### src/inc/stx_pkg.sv
// Package for the skip, table read and XOR execution block
package stx_pkg;
  // ==========================================================
  // Widths
  localparam int DATA_W = 8;
  localparam int ADDR_W = 8;
  localparam int PADDR_W = 12;
  localparam int PWORD_W = 16;
  localparam int BIT_SEL_W = 3;
  localparam logic [DATA_W-1:0] ZERO_BYTE = 8'h00;
  localparam logic [DATA_W-1:0] RESET_BYTE = 8'h00;
  localparam logic [PADDR_W-1:0] RESET_PADDR = 12'h000;

  // ==========================================================
  // Operation codes
  typedef enum logic [3:0] {
    STX_OP_NONE = 4'h0,
    STX_OP_SKIP_IF_BYTE_ZERO = 4'h1,
    STX_OP_COPY_SKIP_IF_ZERO = 4'h2,
    STX_OP_SKIP_IF_BIT_ZERO = 4'h3,
    STX_OP_TABLE_READ_PAGED = 4'h4,
    STX_OP_TABLE_READ_LAST_PAGE = 4'h5,
    STX_OP_XOR_TO_ACC = 4'h6,
    STX_OP_XOR_TO_MEMORY = 4'h7,
    STX_OP_XOR_IMMEDIATE = 4'h8
  } stx_op_e;

  // Execution states, Gray along the table-read path; idle to dummy flips both bits
  typedef enum logic [1:0] {
    STX_ST_IDLE = 2'b00,
    STX_ST_TABLE = 2'b01,
    STX_ST_DUMMY = 2'b11
  } stx_state_e;

  // ==========================================================
  // Request carried into the block
  typedef struct packed {
    stx_op_e op;
    logic [ADDR_W-1:0] addr;
    logic [BIT_SEL_W-1:0] bitSel;
    logic [DATA_W-1:0] immediate;
  } stx_req_s;

  // Data-memory write carried out of the block
  typedef struct packed {
    logic en;
    logic [ADDR_W-1:0] addr;
    logic [DATA_W-1:0] data;
  } stx_mem_wr_s;
endpackage : stx_pkg

### src/verilog/skip_table_xor_exec.sv
// Execution unit for zero-skip, table-read and XOR instructions
// Contract
// - Byte zero-skip reads byte, writes it back, skips next when zero.
// - A taken skip inserts one dummy cycle, so the skip takes two cycles.
// - Nonzero tested value continues with the next instruction.
// - Copy-and-skip loads byte into accumulator, skips when zero.
// - Bit zero-skip tests selected bit, skips when that bit is zero.
// - Skip and table-read instructions leave all status flags alone.
// - Paged read fetches word at high and low pointers into memory and latch.
// - Last-page read fetches word on last page at low pointer.
// - XOR to accumulator from memory updates only the zero flag.
// - XOR result written back to memory, only zero flag updated.
// - XOR with immediate into accumulator, only zero flag updated.
// - Test and write-back use the value held at instruction start.
`timescale 1ns/1ps
module skip_table_xor_exec #(
  parameter int HIGH_PTR_BITS = 4,
  parameter bit HAS_HIGH_PTR = 1'b1
) (
  input wire logic clock,
  input wire logic reset,
  input wire logic reqValid,
  input wire stx_pkg::stx_req_s req,
  input wire logic [stx_pkg::DATA_W-1:0] memRdData,
  input wire logic [stx_pkg::DATA_W-1:0] tablePointerLow,
  input wire logic [stx_pkg::DATA_W-1:0] tablePointerHigh,
  input wire logic [stx_pkg::PWORD_W-1:0] progWord,
  output logic busy,
  output logic [stx_pkg::PADDR_W-1:0] progAddr,
  output logic progRdEn,
  output stx_pkg::stx_mem_wr_s memWr,
  output logic [stx_pkg::DATA_W-1:0] acc,
  output logic [stx_pkg::DATA_W-1:0] tableHighByteLatch,
  output logic zeroFlag,
  output logic skipNext,
  output logic done
);
  import stx_pkg::*;

  localparam int PAGE_BITS = PADDR_W - DATA_W;

  // ==========================================================
  // Elaboration checks
  if (HIGH_PTR_BITS < 1 || HIGH_PTR_BITS > PAGE_BITS) begin : gBadHighPtr
    $error("HIGH_PTR_BITS must lie between one and the page field width");
  end

  // Page-selectable table address: high pointer when present, else low only
  function automatic logic [PADDR_W-1:0] pagedAddr(input logic [DATA_W-1:0] hi,
                                                   input logic [DATA_W-1:0] lo);
    logic [PAGE_BITS-1:0] page;
    page = '0;
    if (HAS_HIGH_PTR) begin
      page = PAGE_BITS'(hi[HIGH_PTR_BITS-1:0]);
    end
    return {page, lo};
  endfunction : pagedAddr

  // ==========================================================
  // State
  stx_state_e state_r, state_nxt;
  stx_op_e tableOp_r, tableOp_nxt;
  logic [ADDR_W-1:0] tableDst_r, tableDst_nxt;
  logic [PADDR_W-1:0] progAddr_r, progAddr_nxt;
  logic progRdEn_r, progRdEn_nxt;
  stx_mem_wr_s memWr_r, memWr_nxt;
  logic [DATA_W-1:0] acc_r, acc_nxt;
  logic [DATA_W-1:0] tbl_r, tbl_nxt;
  logic zero_r, zero_nxt;
  logic skip_r, skip_nxt;
  logic done_r, done_nxt;
  logic busy_r, busy_nxt;
  logic [DATA_W-1:0] xorResult;
  logic skipTaken;

  // Compute unit
  stx_alu stx_alu_inst (
    .op(req.op),
    .acc(acc_r),
    .memData(memRdData),
    .immediate(req.immediate),
    .bitSel(req.bitSel),
    .xorResult(xorResult),
    .skipTaken(skipTaken)
  );

  // ==========================================================
  // Next-state and datapath
  always_comb begin
    state_nxt = state_r;
    tableOp_nxt = tableOp_r;
    tableDst_nxt = tableDst_r;
    progAddr_nxt = progAddr_r;
    progRdEn_nxt = 1'b0;
    memWr_nxt = '0;
    acc_nxt = acc_r;
    tbl_nxt = tbl_r;
    zero_nxt = zero_r;
    skip_nxt = 1'b0;
    done_nxt = 1'b0;
    unique case (state_r)
      STX_ST_IDLE: begin
        if (reqValid) begin
          unique case (req.op)
            STX_OP_SKIP_IF_BYTE_ZERO: begin
              memWr_nxt = '{en: 1'b1, addr: req.addr, data: memRdData};
            end
            STX_OP_COPY_SKIP_IF_ZERO: begin
              acc_nxt = memRdData;
            end
            STX_OP_TABLE_READ_PAGED: begin
              progAddr_nxt = pagedAddr(tablePointerHigh, tablePointerLow);
              progRdEn_nxt = 1'b1;
            end
            STX_OP_TABLE_READ_LAST_PAGE: begin
              progAddr_nxt = {{PAGE_BITS{1'b1}}, tablePointerLow};
              progRdEn_nxt = 1'b1;
            end
            STX_OP_XOR_TO_ACC, STX_OP_XOR_IMMEDIATE: begin
              acc_nxt = xorResult;
              zero_nxt = (xorResult == ZERO_BYTE);
            end
            STX_OP_XOR_TO_MEMORY: begin
              memWr_nxt = '{en: 1'b1, addr: req.addr, data: xorResult};
              zero_nxt = (xorResult == ZERO_BYTE);
            end
            default: begin
            end
          endcase
          if (req.op == STX_OP_TABLE_READ_PAGED || req.op == STX_OP_TABLE_READ_LAST_PAGE) begin
            tableOp_nxt = req.op;
            tableDst_nxt = req.addr;
            state_nxt = STX_ST_TABLE;
          end else if (skipTaken) begin
            skip_nxt = 1'b1;
            state_nxt = STX_ST_DUMMY;
          end else begin
            done_nxt = 1'b1;
          end
        end
      end
      STX_ST_TABLE: begin
        memWr_nxt = '{en: 1'b1, addr: tableDst_r, data: progWord[DATA_W-1:0]};
        tbl_nxt = progWord[PWORD_W-1:DATA_W];
        done_nxt = 1'b1;
        state_nxt = STX_ST_IDLE;
      end
      STX_ST_DUMMY: begin
        done_nxt = 1'b1;
        state_nxt = STX_ST_IDLE;
      end
      default: state_nxt = STX_ST_IDLE;
    endcase
    // Busy is registered so the port comes straight from a flip-flop
    busy_nxt = (state_nxt != STX_ST_IDLE);
  end

  // Registers
  always_ff @(posedge clock) begin
    if (reset) begin
      state_r <= STX_ST_IDLE;
      tableOp_r <= STX_OP_NONE;
      tableDst_r <= RESET_BYTE;
      progAddr_r <= RESET_PADDR;
      progRdEn_r <= 1'b0;
      memWr_r <= '0;
      acc_r <= RESET_BYTE;
      tbl_r <= RESET_BYTE;
      zero_r <= 1'b0;
      skip_r <= 1'b0;
      done_r <= 1'b0;
      busy_r <= 1'b0;
    end else begin
      state_r <= state_nxt;
      tableOp_r <= tableOp_nxt;
      tableDst_r <= tableDst_nxt;
      progAddr_r <= progAddr_nxt;
      progRdEn_r <= progRdEn_nxt;
      memWr_r <= memWr_nxt;
      acc_r <= acc_nxt;
      tbl_r <= tbl_nxt;
      zero_r <= zero_nxt;
      skip_r <= skip_nxt;
      done_r <= done_nxt;
      busy_r <= busy_nxt;
    end
  end

  assign busy = busy_r;
  assign progAddr = progAddr_r;
  assign progRdEn = progRdEn_r;
  assign memWr = memWr_r;
  assign acc = acc_r;
  assign tableHighByteLatch = tbl_r;
  assign zeroFlag = zero_r;
  assign skipNext = skip_r;
  assign done = done_r;

  // ==========================================================
  // Assertions
  wire isReq = reqValid && (state_r == STX_ST_IDLE);

  AST_BYTE_WB: assert property (@(posedge clock) disable iff (reset)
    isReq && req.op == STX_OP_SKIP_IF_BYTE_ZERO |=>
      memWr.en && memWr.data == $past(memRdData) && skipNext == ($past(memRdData) == 8'h00))
    else $error("byte zero-skip write-back or decision wrong");
  AST_SKIP_TWO: assert property (@(posedge clock) disable iff (reset)
    skipNext |-> busy ##1 (done && !busy))
    else $error("taken skip did not last two cycles");
  AST_NO_SKIP: assert property (@(posedge clock) disable iff (reset)
    isReq && !skipTaken && req.op inside {STX_OP_SKIP_IF_BYTE_ZERO, STX_OP_SKIP_IF_BIT_ZERO}
      |=> done && !skipNext)
    else $error("nonzero test skipped");
  AST_COPY: assert property (@(posedge clock) disable iff (reset)
    isReq && req.op == STX_OP_COPY_SKIP_IF_ZERO |=>
      acc == $past(memRdData) && skipNext == ($past(memRdData) == 8'h00))
    else $error("copy-and-skip wrong");
  AST_BIT: assert property (@(posedge clock) disable iff (reset)
    isReq && req.op == STX_OP_SKIP_IF_BIT_ZERO |=> skipNext == !$past(memRdData[req.bitSel]))
    else $error("bit zero-skip decision wrong");
  AST_FLAGS: assert property (@(posedge clock) disable iff (reset)
    isReq && !(req.op inside {STX_OP_XOR_TO_ACC, STX_OP_XOR_TO_MEMORY, STX_OP_XOR_IMMEDIATE})
      |=> $stable(zeroFlag) ##1 (!$past(busy) || $stable(zeroFlag)))
    else $error("flag changed by non-XOR instruction");
  AST_LAST_PAGE: assert property (@(posedge clock) disable iff (reset)
    isReq && req.op == STX_OP_TABLE_READ_LAST_PAGE |=>
      progRdEn && progAddr == {4'hF, $past(tablePointerLow)} ##1 memWr.en && done)
    else $error("last-page table read wrong");
  AST_TABLE_DATA: assert property (@(posedge clock) disable iff (reset)
    state_r == STX_ST_TABLE |=> memWr.data == $past(progWord[7:0]) &&
      tableHighByteLatch == $past(progWord[15:8]))
    else $error("table bytes misplaced");
  AST_XOR_MEM: assert property (@(posedge clock) disable iff (reset)
    isReq && req.op == STX_OP_XOR_TO_MEMORY |=>
      memWr.data == ($past(acc) ^ $past(memRdData)) && $stable(acc))
    else $error("XOR to memory wrong");
  AST_XOR_ZERO: assert property (@(posedge clock) disable iff (reset)
    isReq && req.op == STX_OP_XOR_IMMEDIATE |=>
      acc == ($past(acc) ^ $past(req.immediate)) && zeroFlag == (acc == 8'h00))
    else $error("immediate XOR or zero flag wrong");

  COV_SKIP: cover property (@(posedge clock) disable iff (reset) skipNext ##1 done);
  COV_TABLE: cover property (@(posedge clock) disable iff (reset) state_r == STX_ST_TABLE);
  COV_XOR_ZERO: cover property (@(posedge clock) disable iff (reset) $rose(zeroFlag));
endmodule : skip_table_xor_exec

### src/verilog/stx_alu.sv
// Combinational compute unit: XOR, zero test and bit test
`timescale 1ns/1ps
module stx_alu (
  input wire stx_pkg::stx_op_e op,
  input wire logic [stx_pkg::DATA_W-1:0] acc,
  input wire logic [stx_pkg::DATA_W-1:0] memData,
  input wire logic [stx_pkg::DATA_W-1:0] immediate,
  input wire logic [stx_pkg::BIT_SEL_W-1:0] bitSel,
  output logic [stx_pkg::DATA_W-1:0] xorResult,
  output logic skipTaken
);
  import stx_pkg::*;

  // ==========================================================
  // XOR source select and skip decision on the operand as read
  always_comb begin
    xorResult = acc ^ ((op == STX_OP_XOR_IMMEDIATE) ? immediate : memData);
    unique case (op)
      STX_OP_SKIP_IF_BYTE_ZERO: skipTaken = (memData == ZERO_BYTE);
      STX_OP_COPY_SKIP_IF_ZERO: skipTaken = (memData == ZERO_BYTE);
      STX_OP_SKIP_IF_BIT_ZERO: skipTaken = ~memData[bitSel];
      default: skipTaken = 1'b0;
    endcase
  end
endmodule : stx_alu
### config.mk
export PLATFORM = sky130hd
export DESIGN_NAME = skip_table_xor_exec
export DESIGN_NICKNAME = d
export VERILOG_FILES = /design/src/inc/stx_pkg.sv /design/src/verilog/skip_table_xor_exec.sv /design/src/verilog/stx_alu.sv
export SDC_FILE = /design/constraint.sdc
export NUM_CORES = 1
export LEC_CHECK = 0
export ABC_AREA = 1
export BUFFER_PORTS_ARGS = -buffer_cell sky130_fd_sc_hd__buf_2
export CAP_MARGIN = 15
export CORE_ASPECT_RATIO = 0.9
export CORE_MARGIN = 3
export CORE_UTILIZATION = 52
export CTS_CLUSTER_SIZE = 20
export DETAILED_ROUTE_END_ITERATION = 8
export MAX_ROUTING_LAYER = met4
export PLACE_DENSITY = 0.92
export SETUP_SLACK_MARGIN = 0.5
export SLEW_MARGIN = 20
export SYNTH_ARGS = -nofsm -noshare
export SYNTH_HDL_FRONTEND = slang
export SYNTH_SLANG_ARGS = --single-unit
### constraint.sdc
create_clock -name clock -period 3.2 [get_ports clock]
set_input_delay 0.32 -clock clock [delete_from_list [all_inputs] [get_ports clock]]
set_output_delay 0.32 -clock clock [all_outputs]
set_load 0.03 [all_outputs]
# ---- After elaboration in Yosys (flattened, before gate mapping)
# Cells that the tools add are included.
# W data, S select, Z words.
dict set report totals {
  regBits 60
  in_bits 66
  output_inout_bits 50
  wordCells 65
}
dict set report op_classes {
  order_cmp 1
  eq_ne 10
  mux 19
  bitwise_logic 4
  reduce_logical 18
}
# op n
set ops {}
lappend ops {{$pmux W17 S2} 2}
lappend ops {{$pmux W12 S2} 1}
lappend ops {{$mux W17} 1}
lappend ops {{$eq A4 B3 Y1 const B} 4}
lappend ops {{$logic_not A8 Y1} 2}
lappend ops {{$pmux W8 S2} 1}
lappend ops {{$reduce_and A3 Y1} 4}
lappend ops {{$eq A4 B2 Y1 const B} 2}
lappend ops {{$mux W2} 4}
lappend ops {{$mux W8} 1}
lappend ops {{$reduce_or A2 Y1} 4}
lappend ops {{$xor A8 B8 Y8} 1}
lappend ops {{$mux W1} 6}
lappend ops {{$reduce_bool A2 Y1} 3}
lappend ops {{$reduce_or A3 Y1} 2}
lappend ops {{$eq A4 B1 Y1 const B} 1}
lappend ops {{$eq A4 B4 Y1 const B} 1}
lappend ops {{$lt A3 B4 Y1 const B} 1}
lappend ops {{$pmux W1 S2} 2}
lappend ops {{$reduce_or A4 Y1} 1}
lappend ops {{$bmux W1 S3} 1}
lappend ops {{$not A1 Y1} 3}
lappend ops {{$eq A2 B1 Y1 const B} 1}
lappend ops {{$eq A2 B2 Y1 const B} 1}
lappend ops {{other kinds (2)} 2}

# ---- Longest topological paths before layout
# Gate-level depths: netlist (run 1).
dict set report logic_depth {
  word_depth 9
  ltp_mapped 12
  mapped_depth_nobuf 11
}

# ---- Modules after synthesis
# A second synthesis (run 1) with hierarchy kept.
dict set report hier_totals {
  hier_cells 420
  area_unflattened_um2 2846.5
}
# module instances cells_each area_per_inst_um2 seq_area_each_um2
set by_module_without_submodules {}
lappend by_module_without_submodules {skip_table_xor_exec 1 350 2459.9 1201.2}
lappend by_module_without_submodules {stx_alu 1 70 386.6 0.0}

# ---- Least setup slack after synthesis (run 1)
# OpenSTA, ideal clock, no wires.
dict set report synth_timing {
  path_type {in2reg}
  start {input port req[19] in the netlist's numbering}
  end {register acc_r[1] (netlist: acc[1])}
  setup_ns 0.121
  arrival_time_ns 1.318
  t_required_ns 3.079
  setup_slack_ns 1.760
  stages 8
  n_path_buf 2
  cell_sequence {buf_4 inv_2 nand4_2 nand3_2 nand2_2 buf_6 a31oi_1 a21oi_1}
}
dict set report synth_via {
  elab_chain_cells 4
  elab_cells_between_ends 9
  cone_classes {3 x eq/ne; 2 x mux; 1 x bitwise; 3 x reduce/logical}
}
# item line
set synth_rtl {}
lappend synth_rtl {{start: declaration} skip_table_xor_exec.sv:23} ;# input wire stx_pkg::stx_req_s req,
lappend synth_rtl {{$eq A4 B4 Y1 / $eq A4 B3 Y1 (equally long branches)} {skip_table_xor_exec.sv:104, stx_alu.sv:17}}
lappend synth_rtl {{$mux W8 / $reduce_or A2 Y1 (equally long branches)} {stx_alu.sv:17, skip_table_xor_exec.sv:104}}
lappend synth_rtl {{$xor A8 B8 Y8 / $reduce_bool A2 Y1 (equally long branches)} --}
lappend synth_rtl {{$pmux W8 S2 / $reduce_and A3 Y1 (equally long branches)} --}
lappend synth_rtl {{end signal: assignment} skip_table_xor_exec.sv:180} ;# acc_r <= acc_nxt;
lappend synth_rtl {{end: declaration} skip_table_xor_exec.sv:67} ;# logic [DATA_W-1:0] acc_r, acc_nxt;
# Several ways; a longest one is shown, not always the timed one.
# A chain may end at the register's enable or synchronous reset.

# ---- Final worst setup path (run 1)
dict set report layout_timing {
  start {register state_r[1]}
  end {register acc_r[5] (netlist: acc[5])}
}
dict set report layout_via {
  elab_chain_cells 2
}
# item line
set layout_rtl {}
lappend layout_rtl {{start: declaration} skip_table_xor_exec.sv:61} ;# stx_state_e state_r, state_nxt;
lappend layout_rtl {{start signal: assignment} skip_table_xor_exec.sv:174} ;# state_r <= state_nxt;
lappend layout_rtl {{$logic_not A2 Y1} --}
lappend layout_rtl {{$reduce_and A3 Y1 (no source line)} --}
# Every way passes these cells.

==> results.md, run 1 <==
- Synthesized instance count: 403
- Port Buffer Count: 111
- Netlist cell types: 31
- Pre-Repair DR Iteration Count: 5
- Drt total wl: 7940 um
- RSZ-0062 raised after global routing: no
- Vias in the first global route: 3050
- CP arrival: 1.93 ns
- Final Skew: 0.00809 ns
- I/O pin count: 116
- Leak: 0.00177 uW
- Crit path launch type: flip-flop
- Total GRT Usage: 0.260
- F_max: 600 MHz
- Post-placement cell area: 3360 sq um
- Post-synthesis net count: 469
- Core Box Area: 5040 sq um
- CP required: 3.46 ns
- Clk buf depth: 2
- Hold buffers post-CTS: 0
- Met1 Track Usage GR: 0.295
- Register bit total from synthesis: 60
- Met3 Track Usage GR: 0.0789
- Final setup viols: 0
- Die Height: 76.0 um
- First-pass GRT wire length: 13400 um
- Met2 usage: 0.428
- Final Cycle Share: 0.521
- WHS: 0.190 ns
- H-tree depth: 3
- Yosys warnings: 0
- Maximum vdd drop: 0.315 mV
- Cell accounting for the most synthesized area: dfxtp_1
- Die ar.: 6360 sq um
- Final Max Tran Viols: 0
- CTS Buf Count: 9
- Clock tree sinks: 60
- Share of layout cells above drive strength 1: 0.292
- Antenna Cells: 0
- Max transition margin: 0.462
- Top post-synthesis cells by area: dfxtp_1, nand2_1, a21oi_1
- Yosys top cell area share: 0.425
- Fin crit period: 1.67 ns
- Kind of critical path: flip-flop to flip-flop
- GRT Max-Usage Layer: met2
- CTS tree: yes
- Area growth syn-to-layout: 25.6%
- Starting DRT DRC Count: 254
- Finished Cell Area: 3550 sq um
- Worst Setup End Kind: flip-flop
- Clk root buf: clkbuf_8
- # Max-Cap Violations: 0
- Initial antenna violation count: 0
- P per Cell Area: 460 nW/um^2
- Die Width: 83.8 um
- Skew-Pair Late Insertion Delay: 0.34 ns
- Fin nets: 574
- Post-CTS resize count: 0
- Final hold violation count: 0
- Worst hold-check path type: primary input to flip-flop
- Pin count of the biggest net entering global routing: 31
- Postcts setup bufs: 0
- Syn_area_per_cell: 7.02 sq um
- Sequential fraction of the synthesis area: 0.425
- WL per Instance: 13.7 um
- Fillers: 425
- DRC Markers: 0
- Initial core utilization: 0.561
- Rows: 24
- Status: finished clean
- Vias after detailed routing: 3164
- Detailed-route vias per instance: 5.47
- Critical-path maximum fanout: 16
- Worst-margin pin slew: 0.805 ns
- Aggregate global routing overflow: 0
- Hpwl dp: 5700 um
- Antenna viol nets, final: 0
- CTS clk-pin slew, worst paths: 0.07 ns
- GPL Wtd Cong: 0.937
- Setup TNS: 0 ns
- Mapped Area: 2830 sq um
## through the flow
step,instances,utilization,total power [uW],setup slack [ns]
final,578,0.704,1630,1.53
after global routing,578,0.704,1700,1.38
after CTS,578,0.704,1640,1.54
after detailed placement,562,0.667,1020,1.29
after global placement,562,0.667,1010,1.35
after floorplan,403,-,939,1.76
## routing by layer
metal  vias up  routed length (um)
met5         -                   0
met4         0                 200
met3        26                 822
met2       166                3810
met1      1443                3110
li1       1529                   -
## registers in the layout (all words and copies together) (netlist names)
| register | cells |
|---|---|
| zeroFlag | 1 |
| tableHighByteLatch | 8 |
| progAddr | 12 |
| state_r | 2 |
| memWr | 17 |
| progRdEn | 1 |
| done | 1 |
| acc | 8 |
| skipNext | 1 |
| busy | 1 |
| tableDst_r | 8 |
## final cells by class
cell class | count | area (sq um) | share of cell area
Sequential cell | 60 | 1200 | 0.338
Multi-Input combinational cell | 282 | 1360 | 0.382
Inverter | 43 | 161 | 0.0454
Clock buffer | 11 | 151 | 0.0426
Clock inverter | 5 | 36.3 | 0.0102
Tap cell | 65 | 81.3 | 0.0229
Timing Repair Buffer | 112 | 563 | 0.159
## worst max-delay path, cell delays in order (launching register included)
cell     delay (ns)
dfxtp_1        0.33
nor2_1         0.09
nand2_1        0.12
inv_1          0.31
nand2_2        0.28
a31oi_1        0.25
nand2_1        0.09
a21oi_1        0.13
## synthesized netlist by cell type (all sizes together)
library cell	number
nand3b	1
dfxtp	60
clkinv	1
nor2	51
o22ai	6
nand3	29
buf	10
nand4	2
clkbuf	8
o211ai	4
nor4	3
inv	42
a21oi	36
o21ai	35
a31oi	10
or2	7
nand2	93
nor3	5
## layout by cell type, fill, tap and decap left out, drive strengths merged
cell        n
inv        42
nand2      93
a21oi      36
clkbuf     11
a31oi      10
nor3        5
dfxtp      60
o22ai       6
nand3      29
nand4       2
nand3b      1
or2         7
clkinv      3
o21ai      35
clkinvlp    3
nor2       51
nor4        3
buf       112
o211ai      4
## worst paths after layout
kind                            cells after the start           startpoint  slack, ns           to
worst max-delay path                                7           state_r[1]       1.53       acc[5]
worst min-delay path                                3  tablePointerHigh[1]       0.19  progAddr[9]
worst max register to register                      7           state_r[1]       1.53       acc[5]
worst min register to register                      2        tableDst_r[0]       0.47     memWr[8]
## kinds of logic (layout without fill, tap and decap cells)
logic type | count (synthesis) | count (layout) | share of synthesized area
and+or+nand+nor | 191 | 191 | 0.307
AOI/OAI and AO/OA | 91 | 91 | 0.173
buffers and inverters | 61 | 171 | 0.0955
DFF | 60 | 60 | 0.425
## power breakdown
part | internal [uW] | total (uW) | switching (uW)
combinational | 75.3 | 230 | 155
sequential | 768 | 778 | 10.6
clock | 322 | 624 | 302
total | 1170 | 1630 | 468
No activity file was read; power rests on OpenSTA's default activity.
==> run 2: changes to the inputs <==
--- a/config.mk
+++ b/config.mk
@@ -5,16 +5,16 @@
 export SDC_FILE = /design/constraint.sdc
 export NUM_CORES = 1
 export LEC_CHECK = 0
-export ABC_AREA = 1
+export ABC_AREA = 0
 export BUFFER_PORTS_ARGS = -buffer_cell sky130_fd_sc_hd__buf_2
 export CAP_MARGIN = 15
 export CORE_ASPECT_RATIO = 0.9
 export CORE_MARGIN = 3
-export CORE_UTILIZATION = 52
+export CORE_UTILIZATION = 44
 export CTS_CLUSTER_SIZE = 20
 export DETAILED_ROUTE_END_ITERATION = 8
 export MAX_ROUTING_LAYER = met4
-export PLACE_DENSITY = 0.92
+export PLACE_DENSITY = 0.84
 export SETUP_SLACK_MARGIN = 0.5
 export SLEW_MARGIN = 20
 export SYNTH_ARGS = -nofsm -noshare
==> constraint.sdc (replaced) <==
create_clock -name clock -period 1.4 [get_ports clock]
set_input_delay 0.14 -clock clock [delete_from_list [all_inputs] [get_ports clock]]
set_output_delay 0.14 -clock clock [all_outputs]
set_load 0.03 [all_outputs]
==> run 2 against run 1 <==
Against the previous run: the run now ends with negative setup slack left; area after synthesis is 2.2% higher; power grew to 2.5 times the previous value; die area is 19% higher; worst hold slack worse by 0.17 ns; global-route usage is 3.0 points higher; combinational power grew to 4.0 times the previous value; highest routed layer unchanged.
==> results.md, run 2 <==
- Starting DRT DRC Count: 422
- RSZ-0062 raised after global routing: yes
- Max reg flops: 17
- Kind of critical path: flip-flop to flip-flop
- Crit path launch type: flip-flop
- Vias after detailed routing: 3773
- Total GRT Usage: 0.290
- Status: complete, but fails checks
- Final setup margin: -0.419 ns
- Failing checks: negative setup slack
- WL per Instance: 22.8 um
- Post-synthesis net count: 420
- CP max stage cell: or3b_4
- Critical-path cell list: or3b_4 -> nor3b_4 -> a21boi_4 -> a22oi_1 -> nor2_1
- CTS clk-pin slew, worst paths: 0.08 ns
- Initial core utilization: 0.462
- Synthesized instance count: 354
- Share of layout cells above drive strength 1: 0.706
- WHS: 0.0204 ns
- Most frequent cells in the layout: buf_6, buf_2, buf_4
- Leak: 0.00219 uW
- Crit. Startpoint: state_r[1]
- Rows: 27
- Yosys top cell area share: 0.416
- Pin count of the biggest net entering global routing: 42
- Final Max Tran Viols: 0
- Top post-synthesis cells by area: dfxtp_1, nand2_1, a22oi_1
- Die Width: 91.4 um
- Worst-margin pin slew: 0.613 ns
- Worst hold-check path type: primary input to flip-flop
- F_max: 550 MHz
- H-tree depth: 3
- Sequential fraction of the synthesis area: 0.416
- Top FF cell, synth: dfxtp_1
- Aggregate global routing overflow: 0
- Clock tree sinks: 60
- Die ar.: 7580 sq um
- GPL Wtd Cong: 1.00
- Pre-Repair DR Iteration Count: 5
- Asr flop ratio synth: 0
- First-pass GRT wire length: 17000 um
- Area growth syn-to-layout: 84.3%
- CP required: 1.68 ns
- Antenna viol nets, final: 0
- Port Buffer Count: 111
- # Max-Cap Violations: 0
- Finished Cell Area: 5330 sq um
- CTS Buf Count: 9
- DRC Markers: 0
- Clk root buf: clkbuf_8
- Hold path start: progWord[14]
- Yosys warnings: 0
- Antenna Cells: 0
- Final setup viols: 46
- Drt total wl: 13900 um
- Most common cell after layout, fill and taps aside: buf_6
- DP Cell Count: 564
- Top-count cell post-synth: nand2_1
- Final Skew: 0.0132 ns
- Final Cycle Share: 1.30
- Post-synth EDFFs: 0
- Syn_area_per_cell: 8.16 sq um
- Pre-CTS setup slack: -0.333 ns
- CP arrival: 2.10 ns
- Detailed-route vias per instance: 6.18
- I/O pin count: 116
- Cell accounting for the most synthesized area: dfxtp_1
- Skew-Pair Late Insertion Delay: 0.36 ns
- Mapped Area: 2890 sq um
- Register bit total from synthesis: 60
- Post-placement cell area: 3770 sq um
- Vias in the first global route: 3441
- Finished Layout Cells: 611
- Synth cell count leaders: nand2_1, dfxtp_1, nor2_1, a21oi_1, a22oi_1
- Core Box Area: 6250 sq um
- Max incr delay on CP: 0.46 ns
- Maximum vdd drop: 0.659 mV
- Max transition margin: 0.592
- Clk buf depth: 2
- Hpwl dp: 6540 um
- Critical-path maximum fanout: 5
- Initial antenna violation count: 0
- Netlist cell types: 47
- Fin crit period: 1.82 ns
- Final hold violation count: 0
- Fin nets: 585
- CTS tree: yes
- Die Height: 82.9 um
- Worst Setup End Kind: flip-flop
- R2R Path Start: state_r[1]
- P per Cell Area: 779 nW/um^2
-- run 2: critical path, delay by kind of cell (launching register included) --
family          cells  cell delay (ns)
compound gates      2             0.54
simple gates        3             0.86
flops               1             0.34
-- run 2: cells by family (layout without fill, tap and decap cells) --
kind of cell | after synthesis | count (layout) | synth area share
flip-flops | 60 | 60 | 0.416
buffers and inverters | 33 | 199 | 0.0528
AND/OR/NAND/NOR | 141 | 144 | 0.226
XOR/XNOR | 14 | 14 | 0.0424
AO/OA/AOI/OAI | 96 | 97 | 0.219
multiplexers | 10 | 10 | 0.0437
-- run 2: report_power, final --
| part | internal (uW) | total, uW | switching [uW] |
|---|---|---|---|
| Combinational | 398 | 926 | 528 |
| Clock | 650 | 1440 | 793 |
| Sequential | 1740 | 1780 | 43.3 |
| Total | 2790 | 4150 | 1360 |
-- run 2: timing repair --
item	CTS	global route
setup endpoints to repair	109	110
pin swaps	21	53
cloned	6	0
setup buffers	13	12
hold buffers	0	0
gates resized for setup	196	140
-- run 2: path summary, 6_finish.rpt --
check | end | slack [ns] | cells after the start
min reg2reg | progAddr[1] | 0.47 | 2
max | memWr[13] | -0.42 | 5
max reg2reg | memWr[13] | -0.42 | 5
min | tableHighByteLatch[6] | 0.02 | 3
-- run 2: area by class of cell --
cell class              count  area (sq um)
multi-input cells         265          2200
well taps                  87           109
repair buffers            179          1540
inverters                   4          17.5
clock inverters             7          51.3
clock buffers               9           124
flip-flops and latches     60          1290
fillers                   313           922
-- run 2: per-layer routing --
layer / GRT usage / wire, um / vias to the layer above
li1: - / - / 1586
met1: 0.333 / 4970 / 1764
met2: 0.480 / 6880 / 326
met3: 0.0562 / 1310 / 97
met4: 0.148 / 789 / 0
met5: - / 0 / -
-- run 2: through the flow --
stage	setup TNS, ns	utilization	power, uW
after floorplan	-6.65	-	2180
after global placement	-8.37	0.603	2410
after detailed placement	-10.23	0.603	2430
after CTS	-5.75	0.751	3930
after global routing	-13.05	0.852	4290
final	-11.43	0.852	4150
==> run 3: changes to the inputs <==
--- a/config.mk
+++ b/config.mk
@@ -13,10 +13,9 @@
 export CORE_UTILIZATION = 44
 export CTS_CLUSTER_SIZE = 20
 export DETAILED_ROUTE_END_ITERATION = 8
-export MAX_ROUTING_LAYER = met4
 export PLACE_DENSITY = 0.84
 export SETUP_SLACK_MARGIN = 0.5
-export SLEW_MARGIN = 20
+export SLEW_MARGIN = 40
 export SYNTH_ARGS = -nofsm -noshare
 export SYNTH_HDL_FRONTEND = slang
 export SYNTH_SLANG_ARGS = --single-unit
==> run 3 against run 2 <==
Against the previous run: the run still ends with negative setup slack left; first-iteration DRC count up 10%; cell count fell by 0.82%; worst hold slack got worse by 0.0033 ns; critical path depth increased by 1; non-clock buffer count is 5 lower; sequential share of layout area up 1.7 points; worst setup slack improved by 0.074 ns; sequential power about the same; critical endpoint is now acc[4].
==> results.md, run 3 (same netlist as run 2, synthesis figures left out) <==
- Die Height: 82.9 um
- Pin count of the biggest net entering global routing: 42
- Antenna Cells: 0
- Worst-margin pin slew: 0.480 ns
- CP required: 1.68 ns
- Drt total wl: 12300 um
- Kind of critical path: flip-flop to flip-flop
- Hpwl dp: 6530 um
- Final setup margin: -0.345 ns
- Final Skew: 0.0156 ns
- Status: complete, but fails checks
- Clock tree sinks: 60
- Vias in the first global route: 3316
- CTS clk-pin slew, worst paths: 0.08 ns
- Vias after detailed routing: 3701
- CP arrival: 2.02 ns
- Pre-CTS setup slack: -0.312 ns
- Clk root buf: clkbuf_8
- F_max: 573 MHz
- Rows: 27
- WL per Instance: 20.3 um
- Clk buf depth: 2
- Final Max Tran Viols: 0
- Die Width: 91.4 um
- CTS tree: yes
- Final setup viols: 46
- Flip-flop and latch area: 1280 sq um
- Aggregate global routing overflow: 0
- Skew-Pair Late Insertion Delay: 0.36 ns
- Fin crit period: 1.74 ns
- First-pass GRT wire length: 16800 um
- Port Buffer Count: 111
- I/O pin count: 116
- Failing checks: negative setup slack
- Worst Setup End Kind: flip-flop
- Hold depth: 3
- Fillers: 332
- Worst r2r path cells: 6
- Core Box Area: 6250 sq um
- Most frequent cells in the layout: buf_2, buf_6, nand2_1
- Critical-path maximum fanout: 6
- Final hold violation count: 0
- Fin nets: 580
- Total power: 4250 uW
- Max reg flops: 17
- RSZ-0062 raised after global routing: yes
- Die ar.: 7580 sq um
- Total GRT Usage: 0.277
- H-tree depth: 3
- Initial core utilization: 0.462
- GPL Wtd Cong: 0.933
- Starting DRT DRC Count: 465
- Area growth syn-to-layout: 71.6%
- Max transition margin: 0.680
- Crit path launch type: flip-flop
- Initial antenna violation count: 0
- Maximum vdd drop: 0.694 mV
- Worst hold-check path type: primary input to flip-flop
- CTS Buf Count: 9
- Final Cycle Share: 1.25
- # Max-Cap Violations: 0
- Share of layout cells above drive strength 1: 0.597
- Leak: 0.00196 uW
- Detailed-route vias per instance: 6.11
- Pre-Repair DR Iteration Count: 5
- P per Cell Area: 857 nW/um^2
- Antenna viol nets, final: 0
- DRC Markers: 0
- Multi-input logic area: 1870 sq um
[run 3: area by class of cell]
type                    count  share of cell area
flip-flops and latches     60               0.259
clock inverters             7              0.0151
clock buffers               9              0.0250
inverters                   4             0.00404
well taps                  87              0.0219
repair buffers            174               0.297
multi-input cells         265               0.378
[run 3: critical path, cell delays in order (launching register included)]
cell and delay, ns:
dfxtp_2 0.33, or3b_4 0.44, a211o_4 0.30, buf_4 0.14, a211oi_4 0.21, a21oi_4 0.05, a21oi_2 0.18
[run 3: worst paths after layout]
check | slack [ns] | to | start
worst min register to register | 0.46 | progAddr[3] | progAddr[3]
worst min-delay path | 0.02 | progAddr[3] | tablePointerLow[3]
worst max register to register | -0.34 | acc[4] | state_r[0]
worst max-delay path | -0.34 | acc[4] | state_r[0]
[run 3: what timing repair did]
item                                    4_1_cts  5_1_grt
setup buffers                                 7       12
pin swaps                                    20       25
gates resized for setup                     192       49
endpoints found under the setup margin      110      110
hold buffers                                  0        0
gates cloned                                  7        0
[run 3: where the power goes]
part           switching [uW]  internal [uW]  total (uW)  leakage [uW]
combinational             469            380         849       0.00134
sequential               37.6           1740        1780      0.000513
clock                     788            833        1620      0.000104
[run 3: per-stage QoR]
| step | hold slack (ns) | instances | TNS [ns] | cell area [sq um] | util |
|---|---|---|---|---|---|
| finish | 0.0171 | 606 | -10.95 | 4960 | 0.794 |
| global route | 0.0196 | 606 | -13.06 | 4960 | 0.794 |
| CTS | 0.00690 | 594 | -6.51 | 4650 | 0.744 |
| detailed placement | 0.388 | 564 | -10.03 | 3790 | 0.607 |
| global placement | 0.381 | 564 | -8.83 | 3790 | 0.607 |
| floorplan | 0.276 | 354 | -6.65 | 3020 | - |
[run 3: per-layer routing]
layer	vias to the layer above	track usage	routed length, um	share of wire
met4	0	0.129	736	0.060
met5	-	0	0	0
met3	85	0.0815	1410	0.11
met1	1737	0.344	4630	0.38
li1	1579	-	-	-
met2	300	0.439	5550	0.45
